File: config.mk
export PLATFORM = sky130hd
export DESIGN_NAME = pixel_sampling_timing
export DESIGN_NICKNAME = d
export VERILOG_FILES = /design/src/pkg/afe_timing_pkg.sv /design/src/rtl/edge_phase_counter.sv /design/src/rtl/pixel_sampling_timing.sv
export VERILOG_INCLUDE_DIRS = /design/src /design/src/pkg
export SDC_FILE = /design/constraint.sdc
export NUM_CORES = 1
export LEC_CHECK = 0
export BUFFER_PORTS_ARGS = -buffer_cell sky130_fd_sc_hd__buf_4
export CORE_MARGIN = 2
export CORE_UTILIZATION = 44
export DETAILED_ROUTE_END_ITERATION = 12
export GPL_TIMING_DRIVEN = 0
export PLACE_DENSITY = 0.71
export SLEW_MARGIN = 20
export SYNTH_ARGS = -nofsm -noshare
export SYNTH_HDL_FRONTEND = slang
export SYNTH_SLANG_ARGS = --single-unit
File: constraint.sdc
create_clock -name I_CORE_CLK -period 3.62 [get_ports I_CORE_CLK]
set_clock_uncertainty 0.2 [all_clocks]
set_input_delay 0.724 -clock I_CORE_CLK [delete_from_list [all_inputs] [get_ports I_CORE_CLK]]
set_output_delay 0.724 -clock I_CORE_CLK [all_outputs]
set_load 0.05 [all_outputs]
File: src/pkg/afe_timing_map.svh
// register map, field positions, reset values and counts of the pulse timing block
`ifndef AFE_TIMING_MAP_SVH
`define AFE_TIMING_MAP_SVH

// register offsets
`define MAP_ADDR_MAIN_CFG    8'h00
`define MAP_ADDR_SH_CTRL     8'h06
`define MAP_ADDR_MON_SEL     8'h09
`define MAP_ADDR_CLAMP_START 8'h20
`define MAP_ADDR_CLAMP_END   8'h21
`define MAP_ADDR_SAMP_START  8'h22
`define MAP_ADDR_SAMP_END    8'h23
`define MAP_ADDR_STATUS      8'h24

// field positions
`define MAP_CDS_EN_BIT       0
`define MAP_SH_EN_BIT        7
`define MAP_MON_LO           3
`define MAP_MON_HI           4
`define MAP_MON_PULSES       2'h2
`define MAP_STAT_PARITY_BIT  0
`define MAP_STAT_CDS_BIT     1
`define MAP_STAT_FLAG_BIT    2

// reset values: baseline leaves sample & hold selected
`define MAP_RST_MAIN_CFG     8'h00
`define MAP_RST_SH_CTRL      8'h80
`define MAP_RST_MON_SEL      8'h00
`define MAP_RST_CLAMP_START  6'h04
`define MAP_RST_CLAMP_END    6'h0c
`define MAP_RST_SAMP_START   6'h20
`define MAP_RST_SAMP_END     6'h30

// timing counts
`define MAP_EDGE_FIRST       6'h00
`define MAP_EDGE_LAST        6'h3f
`define MAP_FLAG_PERIODS     2'h3

`endif

File: src/pkg/afe_timing_pkg.sv
// types shared by the pulse timing block and its edge counter
package afe_timing_pkg;

   typedef enum logic {MODE_SH, MODE_CDS} mode_t;

   typedef struct packed {
      logic [5:0] edge_idx;
      logic       clk_prev;
   } cnt_state_t;

   typedef struct packed {
      logic [7:0] main_cfg;
      logic [7:0] sh_ctrl;
      logic [7:0] mon_sel;
      logic [5:0] c_start;
      logic [5:0] c_end;
      logic [5:0] s_start;
      logic [5:0] s_end;
      logic [5:0] c_start_sh;
      logic [5:0] c_end_sh;
      logic [5:0] s_start_sh;
      logic [5:0] s_end_sh;
      mode_t      mode_sh;
      logic       parity;
      logic       clamp_q;
      logic       sample_q;
      logic       clamp_even;
      logic       clamp_odd;
      logic       sample_even;
      logic       sample_odd;
      logic       mon0;
      logic       mon1;
      logic       gated;
      logic       flag;
      logic [1:0] flag_cnt;
      logic       bclk_prev;
      logic [7:0] rdata;
      logic       rvalid;
   } timing_state_t;

endpackage

File: src/rtl/edge_phase_counter.sv
// splits each input clock period into 64 numbered edges
`include "afe_timing_map.svh"

module edge_phase_counter (
   // clock and reset
   input  wire logic       i_core_clk,
   input  wire logic       i_rst,
   // input clock, sampled as a level
   input  wire logic       i_input_clock,
   // edge index and wrap indication
   output logic      [5:0] o_edge,
   output logic            o_wrap_next
);

   afe_timing_pkg::cnt_state_t st_reg;
   afe_timing_pkg::cnt_state_t st_next;

   // a rising input clock realigns edge zero, else the count wraps at 63
   always_comb begin
      logic rise;
      rise    = i_input_clock & ~st_reg.clk_prev;
      st_next = st_reg;
      st_next.clk_prev = i_input_clock;
      if (rise || st_reg.edge_idx == `MAP_EDGE_LAST) begin
         st_next.edge_idx = `MAP_EDGE_FIRST;
      end else begin
         st_next.edge_idx = 6'(st_reg.edge_idx + 6'h01);
      end
   end

   always_ff @(posedge i_core_clk) begin
      if (i_rst) begin
         st_reg <= '0;
         st_reg.clk_prev <= 1'b1; // a pin already high at release is no rise
      end else begin
         st_reg <= st_next;
      end
   end

   assign o_edge      = st_reg.edge_idx;
   assign o_wrap_next = (st_next.edge_idx == `MAP_EDGE_FIRST);
endmodule

File: src/rtl/pixel_sampling_timing.sv
// clamp and sample pulse timing generator with even/odd paths and monitor routing
//
// Behaviour
// each input clock period is split into 64 numbered edges, from zero.
// sample pulse runs from the sample start edge to the sample end edge.
// in sample and hold, clamp positions never affect the sample pulse.
// start above end makes the sample pulse wrap into the next period.
// monitor select 10 routes clamp and sample pulses, sample on monitor pin 1.
// in double sampling, monitor pins show odd clamp and odd sample only.
// in double sampling, the four positions place even and odd sets alike.
// sample positions below clamp positions put sample one period after clamp.
// reset configuration leaves the block in sample and hold mode.
// software clears the sample-hold enable before selecting double sampling.
// software then sets the double sampling enable and positions the pulses.
// double sampling alternates even and odd paths on successive pixels.
// double sampling raises the frame flag three bit clocks on odd pixels.
// sample and hold raises the frame flag three bit clocks every pixel.
// double sampling: clamp takes the reference, sample takes the video level.
// software should make the sample pulse as wide as the video level.
// the internal clamp pulse can gate the external clamp input.
// gated clamp control is internal clamp AND external clamp input.
// positions are six-bit edge indices; equal start and end is one edge.
// position changes take effect at the start of the next input period.
`include "afe_timing_map.svh"

module pixel_sampling_timing (
   // clock and reset
   input  wire logic       I_CORE_CLK,
   input  wire logic       I_RST,
   // sensor side timing inputs, synchronous levels
   input  wire logic       I_INPUT_CLOCK,
   input  wire logic       I_OUTPUT_BIT_CLOCK,
   input  wire logic       I_EXTERNAL_CLAMP_INPUT,
   // register port
   input  wire logic       I_REG_WR,
   input  wire logic       I_REG_RD,
   input  wire logic [7:0] I_REG_ADDR,
   input  wire logic [7:0] I_REG_WDATA,
   output logic      [7:0] O_REG_RDATA,
   output logic            O_REG_RVALID,
   // sampling path pulses
   output logic            O_CLAMP_EVEN,
   output logic            O_CLAMP_ODD,
   output logic            O_SAMPLE_EVEN,
   output logic            O_SAMPLE_ODD,
   // monitor, clamp gate and frame flag
   output logic            O_TEST_MONITOR_PIN_0,
   output logic            O_TEST_MONITOR_PIN_1,
   output logic            O_GATED_CLAMP_CONTROL,
   output logic            O_PIXEL_PARITY_FRAME_FLAG
);

   afe_timing_pkg::timing_state_t st_reg;
   afe_timing_pkg::timing_state_t st_next;

   logic [5:0] edge_idx;
   logic       wrap_next;

   // edge numbering within the input clock period
   edge_phase_counter u_edges (
      .i_core_clk    (I_CORE_CLK),
      .i_rst         (I_RST),
      .i_input_clock (I_INPUT_CLOCK),
      .o_edge        (edge_idx),
      .o_wrap_next   (wrap_next)
   );

   // true while e lies in the window from s to f, wrapping past edge 63
   function automatic logic in_window(input logic [5:0] e,
                                      input logic [5:0] s,
                                      input logic [5:0] f);
      logic hit;
      if (s <= f) begin
         hit = (e >= s) && (e <= f);
      end else begin
         hit = (e >= s) || (e <= f);
      end
      return hit;
   endfunction

   // all state steps here; outputs are the registered copy
   always_comb begin
      logic                  clamp_raw;
      logic                  samp_raw;
      logic                  samp_late;
      logic                  samp_par;
      logic                  bclk_rise;
      logic                  cds_live;
      logic                  par_new;
      afe_timing_pkg::mode_t mode_new;

      st_next   = st_reg;
      clamp_raw = 1'b0;
      samp_raw  = 1'b0;
      samp_late = 1'b0;
      samp_par  = 1'b0;
      bclk_rise = I_OUTPUT_BIT_CLOCK & ~st_reg.bclk_prev;
      cds_live  = st_reg.main_cfg[`MAP_CDS_EN_BIT] & ~st_reg.sh_ctrl[`MAP_SH_EN_BIT];
      mode_new  = cds_live ? afe_timing_pkg::MODE_CDS : afe_timing_pkg::MODE_SH;
      par_new   = 1'b0;

      // register writes; positions keep only the six-bit edge index
      if (I_REG_WR) begin
         unique case (I_REG_ADDR)
            `MAP_ADDR_MAIN_CFG:    st_next.main_cfg = I_REG_WDATA;
            `MAP_ADDR_SH_CTRL:     st_next.sh_ctrl  = I_REG_WDATA;
            `MAP_ADDR_MON_SEL:     st_next.mon_sel  = I_REG_WDATA;
            `MAP_ADDR_CLAMP_START: st_next.c_start  = I_REG_WDATA[5:0];
            `MAP_ADDR_CLAMP_END:   st_next.c_end    = I_REG_WDATA[5:0];
            `MAP_ADDR_SAMP_START:  st_next.s_start  = I_REG_WDATA[5:0];
            `MAP_ADDR_SAMP_END:    st_next.s_end    = I_REG_WDATA[5:0];
            default: ;
         endcase
      end

      // register reads answer one cycle later; unmapped reads give zero
      st_next.rvalid = I_REG_RD;
      st_next.rdata  = 8'h00;
      if (I_REG_RD) begin
         unique case (I_REG_ADDR)
            `MAP_ADDR_MAIN_CFG:    st_next.rdata = st_reg.main_cfg;
            `MAP_ADDR_SH_CTRL:     st_next.rdata = st_reg.sh_ctrl;
            `MAP_ADDR_MON_SEL:     st_next.rdata = st_reg.mon_sel;
            `MAP_ADDR_CLAMP_START: st_next.rdata = {2'h0, st_reg.c_start};
            `MAP_ADDR_CLAMP_END:   st_next.rdata = {2'h0, st_reg.c_end};
            `MAP_ADDR_SAMP_START:  st_next.rdata = {2'h0, st_reg.s_start};
            `MAP_ADDR_SAMP_END:    st_next.rdata = {2'h0, st_reg.s_end};
            `MAP_ADDR_STATUS: begin
               st_next.rdata[`MAP_STAT_PARITY_BIT] = st_reg.parity;
               st_next.rdata[`MAP_STAT_CDS_BIT] =
                  (st_reg.mode_sh == afe_timing_pkg::MODE_CDS);
               st_next.rdata[`MAP_STAT_FLAG_BIT] = st_reg.flag;
            end
            default: ;
         endcase
      end

      // positions and mode are taken only at a period boundary, so a write
      // mid-period never cuts or doubles a pulse that does not wrap past edge 63
      if (wrap_next) begin
         st_next.c_start_sh = st_reg.c_start;
         st_next.c_end_sh   = st_reg.c_end;
         st_next.s_start_sh = st_reg.s_start;
         st_next.s_end_sh   = st_reg.s_end;
         st_next.mode_sh    = mode_new;
         // one path in sample and hold; alternate paths in double sampling
         par_new = (mode_new == afe_timing_pkg::MODE_CDS) ? ~st_reg.parity : 1'b0;
         st_next.parity = par_new;
      end

      // raw pulses from the edge index and the held positions
      clamp_raw = in_window(edge_idx, st_reg.c_start_sh, st_reg.c_end_sh);
      samp_raw  = in_window(edge_idx, st_reg.s_start_sh, st_reg.s_end_sh);
      st_next.clamp_q  = clamp_raw;
      st_next.sample_q = samp_raw;

      // a sample placed below the clamp belongs to the previous period's pixel
      samp_late = (st_reg.s_start_sh < st_reg.c_start_sh);
      samp_par  = samp_late ? ~st_reg.parity : st_reg.parity;

      // path pulses: clamp holds the reference, sample holds the video level
      unique case (st_reg.mode_sh)
         afe_timing_pkg::MODE_CDS: begin
            st_next.clamp_even  = clamp_raw & ~st_reg.parity;
            st_next.clamp_odd   = clamp_raw &  st_reg.parity;
            st_next.sample_even = samp_raw  & ~samp_par;
            st_next.sample_odd  = samp_raw  &  samp_par;
         end
         afe_timing_pkg::MODE_SH: begin
            // clamp positions do not reach the single sampling path
            st_next.clamp_even  = 1'b0;
            st_next.clamp_odd   = 1'b0;
            st_next.sample_even = samp_raw;
            st_next.sample_odd  = 1'b0;
         end
      endcase

      // monitor routing; other select codes leave the pins low
      st_next.mon0 = 1'b0;
      st_next.mon1 = 1'b0;
      if (st_reg.mon_sel[`MAP_MON_HI:`MAP_MON_LO] == `MAP_MON_PULSES) begin
         if (st_reg.mode_sh == afe_timing_pkg::MODE_CDS) begin
            st_next.mon0 = clamp_raw & st_reg.parity;
            st_next.mon1 = samp_raw & samp_par;
         end else begin
            st_next.mon0 = clamp_raw;
            st_next.mon1 = samp_raw;
         end
      end

      // clamp switch acts only inside the internal clamp window
      st_next.gated = clamp_raw & I_EXTERNAL_CLAMP_INPUT;

      // frame flag: starts at each pixel boundary in sample and hold and at each odd pixel boundary
      // in double sampling, drops after three bit clock rises; a missing bit clock leaves it high, in double sampling only until the next pixel boundary
      st_next.bclk_prev = I_OUTPUT_BIT_CLOCK;
      if (st_reg.flag && bclk_rise) begin
         if (st_reg.flag_cnt == 2'(`MAP_FLAG_PERIODS - 2'h1)) begin
            st_next.flag = 1'b0;
         end else begin
            st_next.flag_cnt = 2'(st_reg.flag_cnt + 2'h1);
         end
      end
      if (wrap_next) begin
         if (mode_new == afe_timing_pkg::MODE_SH || par_new) begin
            st_next.flag     = 1'b1;
            st_next.flag_cnt = 2'h0;
         end else begin
            st_next.flag     = 1'b0;
            st_next.flag_cnt = 2'h0;
         end
      end
   end

   // state register with the baseline configuration at reset
   always_ff @(posedge I_CORE_CLK) begin
      if (I_RST) begin
         st_reg          <= '0;
         st_reg.main_cfg <= `MAP_RST_MAIN_CFG;
         st_reg.sh_ctrl  <= `MAP_RST_SH_CTRL;
         st_reg.mon_sel  <= `MAP_RST_MON_SEL;
         st_reg.c_start  <= `MAP_RST_CLAMP_START;
         st_reg.c_end    <= `MAP_RST_CLAMP_END;
         st_reg.s_start  <= `MAP_RST_SAMP_START;
         st_reg.s_end    <= `MAP_RST_SAMP_END;
         st_reg.c_start_sh <= `MAP_RST_CLAMP_START;
         st_reg.c_end_sh   <= `MAP_RST_CLAMP_END;
         st_reg.s_start_sh <= `MAP_RST_SAMP_START;
         st_reg.s_end_sh   <= `MAP_RST_SAMP_END;
         st_reg.mode_sh    <= afe_timing_pkg::MODE_SH;
      end else begin
         st_reg <= st_next;
      end
   end

   // outputs straight from the state register
   assign O_REG_RDATA               = st_reg.rdata;
   assign O_REG_RVALID              = st_reg.rvalid;
   assign O_CLAMP_EVEN              = st_reg.clamp_even;
   assign O_CLAMP_ODD               = st_reg.clamp_odd;
   assign O_SAMPLE_EVEN             = st_reg.sample_even;
   assign O_SAMPLE_ODD              = st_reg.sample_odd;
   assign O_TEST_MONITOR_PIN_0      = st_reg.mon0;
   assign O_TEST_MONITOR_PIN_1      = st_reg.mon1;
   assign O_GATED_CLAMP_CONTROL     = st_reg.gated;
   assign O_PIXEL_PARITY_FRAME_FLAG = st_reg.flag;
endmodule

==> results of run 1 <==
-- routing by layer --
layer | wire (um) | vias up
li1 | - | 2041
met1 | 5820 | 1974
met2 | 6030 | 104
met3 | 626 | 25
met4 | 360 | 0
met5 | 0 | -
-- kinds of logic (layout without fill, tap and decap cells) --
kind of cell	after synthesis	in the layout	share of synthesized area (%)
and+or+nand+nor	190	190	19.5
buffers and inverters	70	122	5.98
AOI/OAI and AO/OA	73	73	9.69
adders and majority gates	45	45	10.5
xor gates and xnor gates	7	7	1.15
muxes	74	74	15.3
DFF	101	101	37.9
-- critical path: cells and delay by family (launching register included) --
kind	cells	cell delay (ps)
and+or+nand+nor	2	350
adders and majority gates	1	290
muxes	1	230
DFF	1	570
AOI/OAI and AO/OA	1	160
buffers and inverters	2	640
xor gates and xnor gates	1	160
-- Yosys cell counts, drive strengths merged (3+ instances only) --
library cell and instances:
a211o 8, a21o 4, a21oi 18, a221oi 3, a22o 5, a22oi 11, and3 5, buf 17
clkbuf 18, dfxtp 101, ha 43, inv 35, mux2i 67, mux4 6, nand2 20, nand2b 42
nand3 10, nor2 74, nor2b 9, nor3 6, nor4 3, nor4bb 4, o21ai 8, xnor2 4
xor2 3
-- final cells by class --
| class | count | area share, % |
|---|---|---|
| inverter | 35 | 2.15 |
| tap | 147 | 3.02 |
| sequential | 101 | 33.2 |
| clock buffer | 9 | 3.69 |
| buffer | 35 | 3.08 |
| timing repair buffer | 36 | 4.43 |
| clock inverter | 7 | 1.35 |
| multi-input combinational | 389 | 49.1 |
-- power by group --
group / total [mW] / switching [mW] / internal (mW)
Combinational: 0.192 / 0.113 / 0.0790
Sequential: 1.13 / 0.0114 / 1.12
Clock: 0.988 / 0.441 / 0.547
Total: 2.31 / 0.565 / 1.74
-- worst paths after layout --
kind                            cells past startpoint        endpoint              start  slack (ps)
worst min-delay path                                2  O_REG_RDATA[5]         st_reg[77]         260
worst min register to register                      2  O_REG_RDATA[5]         st_reg[77]         260
worst max-delay path                                8      st_reg[30]  u_edges.o_edge[1]         930
worst max register to register                      8      st_reg[30]  u_edges.o_edge[1]         930
-- per-stage QoR --
step	hold slack, ps	util (%)	worst slack (ps)
after CTS	262	51.2	910
after detailed placement	247	48.6	678
final	261	51.2	925
after global routing	294	51.2	678
after global placement	252	48.6	689
after floorplan	231	-	955
==> metrics.cfg, run 1 <==
[clock_network]
cts_resized=0
cts_max_path_buffers=2
cts.sink_count=101
numCtsBuffers=9
htreeDepth=3
cts_root_buf=clkbuf_16
clkTransAtPathRegs_ps=70
clock_latency_ps=350
ctsHoldBuffers=0
cts_setup_buffers=0
tritoncts=built

[worst_setup_path]
cp.required_ps=3700
start_kind=register
worst-path-max-fanout=10
crit_path_top_delay_cell=dfxtp_1
worst_ep_arrival_time_ps=2770
slowest_delay_ps=570
crit_path_end_kind=register
cpMostUsedCell=buf_2
path_class=register to register
crit_path_cell_trace=ha_1 > and3_1 > xor2_1 > nand2b_1 > a41oi_1 > buf_2 > buf_2 > mux2i_1

[placed_design]
dpl_cell_area_um2=5790
dp.cells=743
globalplace.congestion=0.878
io_buffer_count=36
place_hpwl_mm=9.84

[detailed_routing]
first_pass_iters=5
drc=0
postRouteAntennaNets=0
initialDrtViolationCount=347
routed_via_density=5.46
wl_mm=12.8
wire_per_inst_um=16.9
vias=4144

[outcome]
status=completed

[final_layout]
finalNonFillerCells=759
drive_gt1_share_pct=13.7
post-route-cell-area_um2=6100
multi_input_comb_area_um2=2990
layout.nets=673
syn2layout_area_growth_pct=14.3
diodes=0
fillers=1101
regArea_um2=2020
largest_reg_flops=77
mostFrequentLayoutCell=dfxtp_1
final_cell_mix=dfxtp_1 (101), nor2_1 (74), mux2i_1 (67)

[global_routing]
antenna_found_initial=0
grtUsageMet1_pct=27.7
grt_pass1_wl_mm=20.8
grt_util_met2_pct=32.8
grt.busiest_layer=met2
globalRouteMet3Util_pct=3.55
grt_pass1_vias=4053
grt_util_all_layers_pct=20.5
overflow=0
grt_max_degree=19

[yosys]
async_reset_ff_share_pct=0
synth_edf_count=0
syn_nets=626
synthFlopType=dfxtp_1
seq_area_frac_synth_pct=37.9
yosys_warnings=0
ys_top_cells_by_area=dfxtp_1 (38%), mux2i_1 (13%), ha_1 (10%)
netlist_area_um2=5340
synth.distinct_cells=57
avgSynthCellArea_um2=9.53
postSynthCellCount=560
yosys.area.top_type_share_pct=37.9
yosysTopAreaCell=dfxtp_1
yosys_register_bits=101

[die]
initial_core_util_pct=44.8
ioPinCount=40
dieHeight_um=114
placementRows=40
die_w_um=114
core_um2=11900
die-area_um2=13000

[sta]
setup_viol=0
relSlewSlack_pct=47.6
hold_violations=0
finalCriticalPeriod_ps=2690
rsz0062_at_grt=no
slew_violations=0
max_freq_mhz=371
tightest_slew_ps=779
fin_setup_tns_ps=0
fin_crit_sh_pct=74.4

[power_and_ir_drop]
total_power_mw=2.31
vdd_drop_max_mv=0.207
p_leak_nw=2.69
powerDensity_nw_per_um2=379

[hold_path]
hold_path_class=register to register

[job]
maxCapViolCount=0

Note: power is estimated with default switching activity, not from simulation.
==> run 2, diff against run 1 <==
--- a/config.mk
+++ b/config.mk
@@ -11,7 +11,7 @@
 export CORE_UTILIZATION = 44
 export DETAILED_ROUTE_END_ITERATION = 12
 export GPL_TIMING_DRIVEN = 0
-export PLACE_DENSITY = 0.71
+export PLACE_DENSITY = 0.74
 export SLEW_MARGIN = 20
 export SYNTH_ARGS = -nofsm -noshare
 export SYNTH_HDL_FRONTEND = slang
==> constraint.sdc (replaced) <==
create_clock -name I_CORE_CLK -period 2.3 [get_ports I_CORE_CLK]
set_clock_uncertainty 0.2 [all_clocks]
set_input_delay 0.46 -clock I_CORE_CLK [delete_from_list [all_inputs] [get_ports I_CORE_CLK]]
set_output_delay 0.46 -clock I_CORE_CLK [all_outputs]
set_load 0.05 [all_outputs]
==> run 2 against run 1 <==
Effect of this change: die area stayed put; via count up 4.3%; sequential share of layout area down 0.79 points; utilization up 1.8 points; non-clock buffer count grew 8; critical path depth is 3 lower.
==> metrics.cfg, run 2 (synthesized netlist as in run 1, its figures left out) <==
[placed_design]
dpl_cell_area_um2=5790  ; unchanged
pre_cts_slack_ps=-410  ; was 678 ps
place_hpwl_mm=9.81  ; was 9.84 mm
io_buffer_count=36  ; unchanged
dp.cells=743  ; unchanged
globalplace.congestion=0.889  ; was 0.878

[global_routing]
overflow=0  ; unchanged
grt_pass1_vias=4203  ; was 4053
grt_util_all_layers_pct=20.8  ; was 20.5%
grt_pass1_wl_mm=21.1  ; was 20.8 mm
grt_max_degree=18  ; was 19
antenna_found_initial=0  ; unchanged

[final_layout]
final_cell_mix=dfxtp_1 (92), nor2_1 (74), mux2i_1 (67)  ; was dfxtp_1 (101), nor2_1 (74), mux2i_1 (67)
post-route-cell-area_um2=6310  ; was 6100 um2
largest_reg_flops=77  ; unchanged
syn2layout_area_growth_pct=18.3  ; was 14.3%
diodes=0  ; unchanged
mostFrequentLayoutCell=dfxtp_1  ; unchanged
drive_gt1_share_pct=18.9  ; was 13.7%
finalNonFillerCells=767  ; was 759
layout.nets=681  ; was 673

[detailed_routing]
initialDrtViolationCount=396  ; was 347
postRouteAntennaNets=0  ; unchanged
vias=4321  ; was 4144
met1_length_mm=6.02  ; was 5.82 mm
top_layer=met4  ; unchanged
route.met3.wl_um=642  ; was 626 um
route.met2.wl_mm=6.38  ; was 6.03 mm
drc=0  ; unchanged
first_pass_iters=7  ; was 5
routed_via_density=5.63  ; was 5.46
wire_per_inst_um=17.4  ; was 16.9 um
wl_mm=13.3  ; was 12.8 mm

[clock_network]
cts_max_path_buffers=2  ; unchanged
tritoncts=built  ; unchanged
cts.sink_count=101  ; unchanged
numCtsBuffers=9  ; unchanged
htreeDepth=3  ; unchanged
clkTransAtPathRegs_ps=70  ; about the same
clock_latency_ps=350  ; about the same
cts_root_buf=clkbuf_16  ; unchanged

[die]
core_um2=11900  ; unchanged
die-area_um2=13000  ; unchanged
ioPinCount=40  ; unchanged
die_w_um=114  ; unchanged
initial_core_util_pct=44.8  ; unchanged
placementRows=40  ; unchanged
dieHeight_um=114  ; unchanged

[power_and_ir_drop]
vdd_drop_max_mv=0.368  ; was 0.207 mV
p_leak_nw=2.76  ; was 2.69 nW
powerDensity_nw_per_um2=578  ; was 379 nW/um2

[sta]
relSlewSlack_pct=49.8  ; was 47.6%
whs_ps=119  ; was 261 ps
timing.final.ws_setup_ps=71.1  ; was 925 ps
slew_violations=0  ; unchanged
hold_violations=0  ; unchanged
fin_crit_sh_pct=96.9
finalCriticalPeriod_ps=2230
max_freq_mhz=449
fin_setup_tns_ps=0  ; unchanged
setup_viol=0  ; unchanged
tightest_slew_ps=747  ; was 779 ps

[worst_setup_path]
cp.required_ps=2310  ; was 3700 ps
r2r-end=O_CLAMP_EVEN  ; was st_reg[30]
worst-path-max-fanout=10  ; unchanged
reg2reg_depth=8  ; unchanged
reg2reg_from=u_edges.o_edge[0]  ; was u_edges.o_edge[1]
r2r_slack_ps=80  ; was 930 ps
crit_path_end_kind=register  ; unchanged
worst_ep_arrival_time_ps=2240  ; was 2770 ps
path_class=input pin to register  ; was register to register
start_kind=input pin  ; was register

[hold_path]
whs_path_depth=2  ; unchanged
worstHoldStart=I_INPUT_CLOCK  ; was st_reg[77]
min_to=u_edges.st_reg[0]  ; was O_REG_RDATA[5]
hold_path_class=input pin to register  ; was register to register

[outcome]
status=completed  ; unchanged

[job]
maxCapViolCount=0  ; unchanged

==> run 2: cell count changes in the layout (fill, tap and decap cells not counted), moves of 3 or more <==
cell,before,now
buf_6,3,6
dfxtp_1,101,92
buf_2,3,0
dfxtp_2,0,5
ha_1,43,40
buf_4,44,53
dfxtp_4,0,4
==> run 2: stage by stage <==
step | total power, mW | utilization (%)
after floorplan | 2.01 | -
after global placement | 2.11 | 48.6
after detailed placement | 2.12 | 48.6
after CTS | 3.65 | 51.9
after global routing | 3.77 | 53.0
final | 3.65 | 53.0
==> run 2: layer usage <==
layer  track usage [%]  up-vias
met2              34.9      145
li1                  -     2057
met5                 0        -
met3              3.55       22
met4              7.24        0
met1              27.1     2097
==> run 2: power breakdown <==
| group | switching [mW] | total, mW | internal [mW] | leakage [nW] |
|---|---|---|---|---|
| Clock | 0.683 | 1.53 | 0.849 | 0.146 |
| Combinational | 0.193 | 0.343 | 0.150 | 1.79 |
| Sequential | 0.0176 | 1.78 | 1.76 | 0.820 |
==> run 2: area by class of cell <==
type,instances,area [um2]
buffer,34,203
clock buffer,9,225
clock inverter,7,73.8
fill,1060,5600
inverter,35,131
multi-input combinational,389,3110
sequential,101,2040
tap,147,184
timing repair buffer,45,338
==> run 2: what timing repair did <==
| item | 4_1_cts | 5_1_grt |
|---|---|---|
| buffers inserted | 3 | 6 |
| hold buffers | 0 | 0 |
| resized for setup | 20 | 20 |
| setup endpoints to repair | 31 | 38 |
| pin swaps | 3 | 3 |
==> run 2: worst max-delay path, cell delays in order <==
cell and delay (ps):
buf_4 80, clkbuf_1 410, clkbuf_1 570, clkbuf_1 590, nor2_1 120
==> run 2: worst max-delay path by stage <==
stage,from,to,slack (ps)
4_1_cts,u_edges.o_edge[1],st_reg[11],0.2
5_1_grt,u_edges.o_edge[0],O_CLAMP_EVEN,-7
2_1_floorplan,I_REG_ADDR[4],st_reg[59],-100
6_report,I_RST,st_reg[50],70
3_3_place_gp,I_REG_ADDR[4],st_reg[59],-360
3_5_place_dp,u_edges.o_edge[2],O_TEST_MONITOR_PIN_1,-410
==> run 3, diff against run 2 <==
--- a/config.mk
+++ b/config.mk
@@ -10,7 +10,6 @@
 export CORE_MARGIN = 2
 export CORE_UTILIZATION = 44
 export DETAILED_ROUTE_END_ITERATION = 12
-export GPL_TIMING_DRIVEN = 0
 export PLACE_DENSITY = 0.74
 export SLEW_MARGIN = 20
 export SYNTH_ARGS = -nofsm -noshare
==> run 3 against run 2 <==
Effect of this change: non-clock buffer count grew 2; fmax shrank 0.51%; critical endpoint is now O_TEST_MONITOR_PIN_1; register-to-register slack lost 20 ps; flip-flop and latch count is the same; critical path type is now register to register; worst hold slack lost 14 ps; critical path depth grew 3.
==> metrics.cfg, run 3 (synthesized netlist as in run 1, its figures left out) <==
[hold_path]
worstHoldStart=I_INPUT_CLOCK  ; unchanged
hold_path_class=input pin to register  ; unchanged
whs_path_depth=2  ; unchanged
min_to=u_edges.st_reg[0]  ; unchanged

[worst_setup_path]
crit_path_top_delay_cell=dfxtp_1  ; was clkbuf_1
crit_buf_inv=2  ; was 4
slowest_delay_ps=350  ; was 590 ps
crit_path_cell_trace=inv_1 > ha_4 > and3_4 > buf_4 > and4_1 > a21oi_1 > maj3_2 > a2111oi_2  ; was buf_4 > clkbuf_1 > clkbuf_1 > clkbuf_1 > nor2_1
crit_family=adder cells  ; was buffers and inverters
crit_path_end_kind=register  ; unchanged
cp.required_ps=2350  ; was 2310 ps
r2r-end=O_TEST_MONITOR_PIN_1  ; was O_CLAMP_EVEN
reg2reg_depth=8  ; unchanged
worst_ep_arrival_time_ps=2290  ; was 2240 ps
worst-path-max-fanout=2  ; was 10
r2r_slack_ps=60  ; was 80 ps
start_kind=register  ; was input pin
reg2reg_from=st_reg[29]  ; was u_edges.o_edge[0]
path_class=register to register  ; was input pin to register

[detailed_routing]
wire_per_inst_um=17.1  ; was 17.4 um
wl_mm=13.1  ; was 13.3 mm
drc=0  ; unchanged
postRouteAntennaNets=0  ; unchanged
routed_via_density=5.52  ; was 5.63
initialDrtViolationCount=328  ; was 396
vias=4248  ; was 4321
first_pass_iters=5  ; was 7

[global_routing]
overflow=0  ; unchanged
grt_pass1_wl_mm=20.9  ; was 21.1 mm
antenna_found_initial=0  ; unchanged
grt.busiest_layer=met2  ; unchanged
grt_util_met2_pct=33.4  ; was 34.9%
grt_max_degree=59  ; was 18
globalRouteMet3Util_pct=4.24  ; was 3.55%
grt_pass1_vias=4163  ; was 4203
grtUsageMet1_pct=27.2  ; was 27.1%
grt_util_all_layers_pct=20.2  ; was 20.8%

[clock_network]
tritoncts=built  ; unchanged
ctsHoldBuffers=0  ; unchanged
cts_max_path_buffers=2  ; unchanged
numCtsBuffers=9  ; unchanged
cts_root_buf=clkbuf_16  ; unchanged
htreeDepth=3  ; unchanged
cts.sink_count=101  ; unchanged
clkTransAtPathRegs_ps=70  ; about the same
clock_latency_ps=350  ; about the same

[die]
core_um2=11900  ; unchanged
die-area_um2=13000  ; unchanged
ioPinCount=40  ; unchanged
die_w_um=114  ; unchanged
dieHeight_um=114  ; unchanged
placementRows=40  ; unchanged
initial_core_util_pct=44.8  ; unchanged

[final_layout]
mostFrequentLayoutCell=dfxtp_1  ; unchanged
diodes=0  ; unchanged
final_cell_mix=dfxtp_1 (97), buf_4 (76), nor2_1 (74)  ; was dfxtp_1 (92), nor2_1 (74), mux2i_1 (67)
syn2layout_area_growth_pct=20.1  ; was 18.3%
drive_gt1_share_pct=21.7  ; was 18.9%
largest_reg_flops=77  ; unchanged
layout.nets=683  ; was 681
fillers=1042  ; was 1060

[sta]
finalCriticalPeriod_ps=2240  ; was 2230 ps
fin_crit_sh_pct=97.4  ; was 96.9%
whs_ps=104  ; was 119 ps
hold_violations=0  ; unchanged
tightest_slew_ps=623  ; was 747 ps
setup_viol=0  ; unchanged
max_freq_mhz=446  ; was 449 MHz
slew_violations=0  ; unchanged
relSlewSlack_pct=57.9  ; was 49.8%
rsz0062_at_grt=yes

[power_and_ir_drop]
powerDensity_nw_per_um2=555  ; was 578 nW/um2
vdd_drop_max_mv=0.446  ; was 0.368 mV
clockPowerShare_pct=40.0  ; was 42.0%
seq_power_share_pct=49.9  ; was 48.6%
p_switching_mw=0.887  ; was 0.893 mW
p_leak_nw=2.84  ; was 2.76 nW
total_power_mw=3.56  ; was 3.65 mW
cellInternalPower_mw=2.67  ; was 2.76 mW
combPwrFrac_pct=10.2  ; was 9.4%
switching_share_pct=24.9  ; was 24.5%

[placed_design]
globalplace.congestion=0.872  ; was 0.889
place_hpwl_mm=9.62  ; was 9.81 mm
io_buffer_count=39  ; was 36

[job]
maxCapViolCount=0  ; unchanged

[outcome]
status=completed  ; unchanged

run 3: changes by cell type in the layout (fill, tap and decap cells not counted), moves of 3 or more:
cell | before | now
clkbuf_1 | 17 | 0
buf_12 | 0 | 3
buf_4 | 53 | 76
dfxtp_1 | 92 | 97
dfxtp_4 | 4 | 0
buf_6 | 6 | 0
buf_1 | 3 | 0
run 3: worst max path at each step:
stage                              from                    end  slack (ps)  cells past startpoint
after global placement    I_REG_ADDR[4]             st_reg[52]         -50                      8
after CTS                    st_reg[26]   O_TEST_MONITOR_PIN_1           1                      7
after floorplan           I_REG_ADDR[4]             st_reg[59]        -100                      7
after detailed placement  I_REG_ADDR[4]             st_reg[59]        -100                      8
final                        st_reg[29]   O_TEST_MONITOR_PIN_1          60                      8
after global routing         st_reg[44]  O_GATED_CLAMP_CONTROL        -100                      8
run 3: cell type report:
type | count | area, um2 | share of cell area (%)
Clock buffer | 9 | 225 | 3.52
Inverter | 35 | 131 | 2.05
Clock inverter | 7 | 50.0 | 0.781
Sequential cell | 101 | 2030 | 31.6
Multi-Input combinational cell | 389 | 3120 | 48.7
Timing Repair Buffer | 81 | 671 | 10.5
Tap cell | 147 | 184 | 2.87
run 3: per-layer routing:
layer | routed length, um | share of wire (%)
met1 | 6050 | 46
met2 | 6290 | 48
met3 | 518 | 3.9
met4 | 258 | 2.0
met5 | 0 | 0
run 3: per-stage QoR:
stage                     instance area [um2]  worst slack [ps]  instances  util [%]  setup TNS (ps)
after floorplan                          5340              -101        560         -            -704
after global placement                   5960             -49.9        751      50.0            -150
after detailed placement                 5960              -101        751      50.0            -662
after CTS                                6250              1.04        767      52.5               0
after global routing                     6410              -102        769      53.8            -354
final                                    6410              59.8        769      53.8               0
run 3: power by group through the flow:
stage               Combinational (mW)  Sequential, mW  Clock, mW
finish                           0.361            1.78       1.42
global route                     0.387            1.78       1.50
CTS                              0.328            1.77       1.44
detailed placement               0.324            1.81          0
global placement                 0.314            1.81          0
floorplan                        0.187            1.82          0
run 3: worst register-to-register path, delay by kind of cell (launching register included):
kind                       cells  cell delay [ps]
and+or+nand+nor                2              400
DFF                            1              350
adders and majority gates      2              610
buffers and inverters          2              210
AOI/OAI and AO/OA              2              380
run 3: what timing repair did:
item                                    CTS  global route
gates cloned                              0             1
endpoints found under the setup margin   19            27
resized for setup                         7            19
setup buffers                             0             1
pin swaps                                 0             1
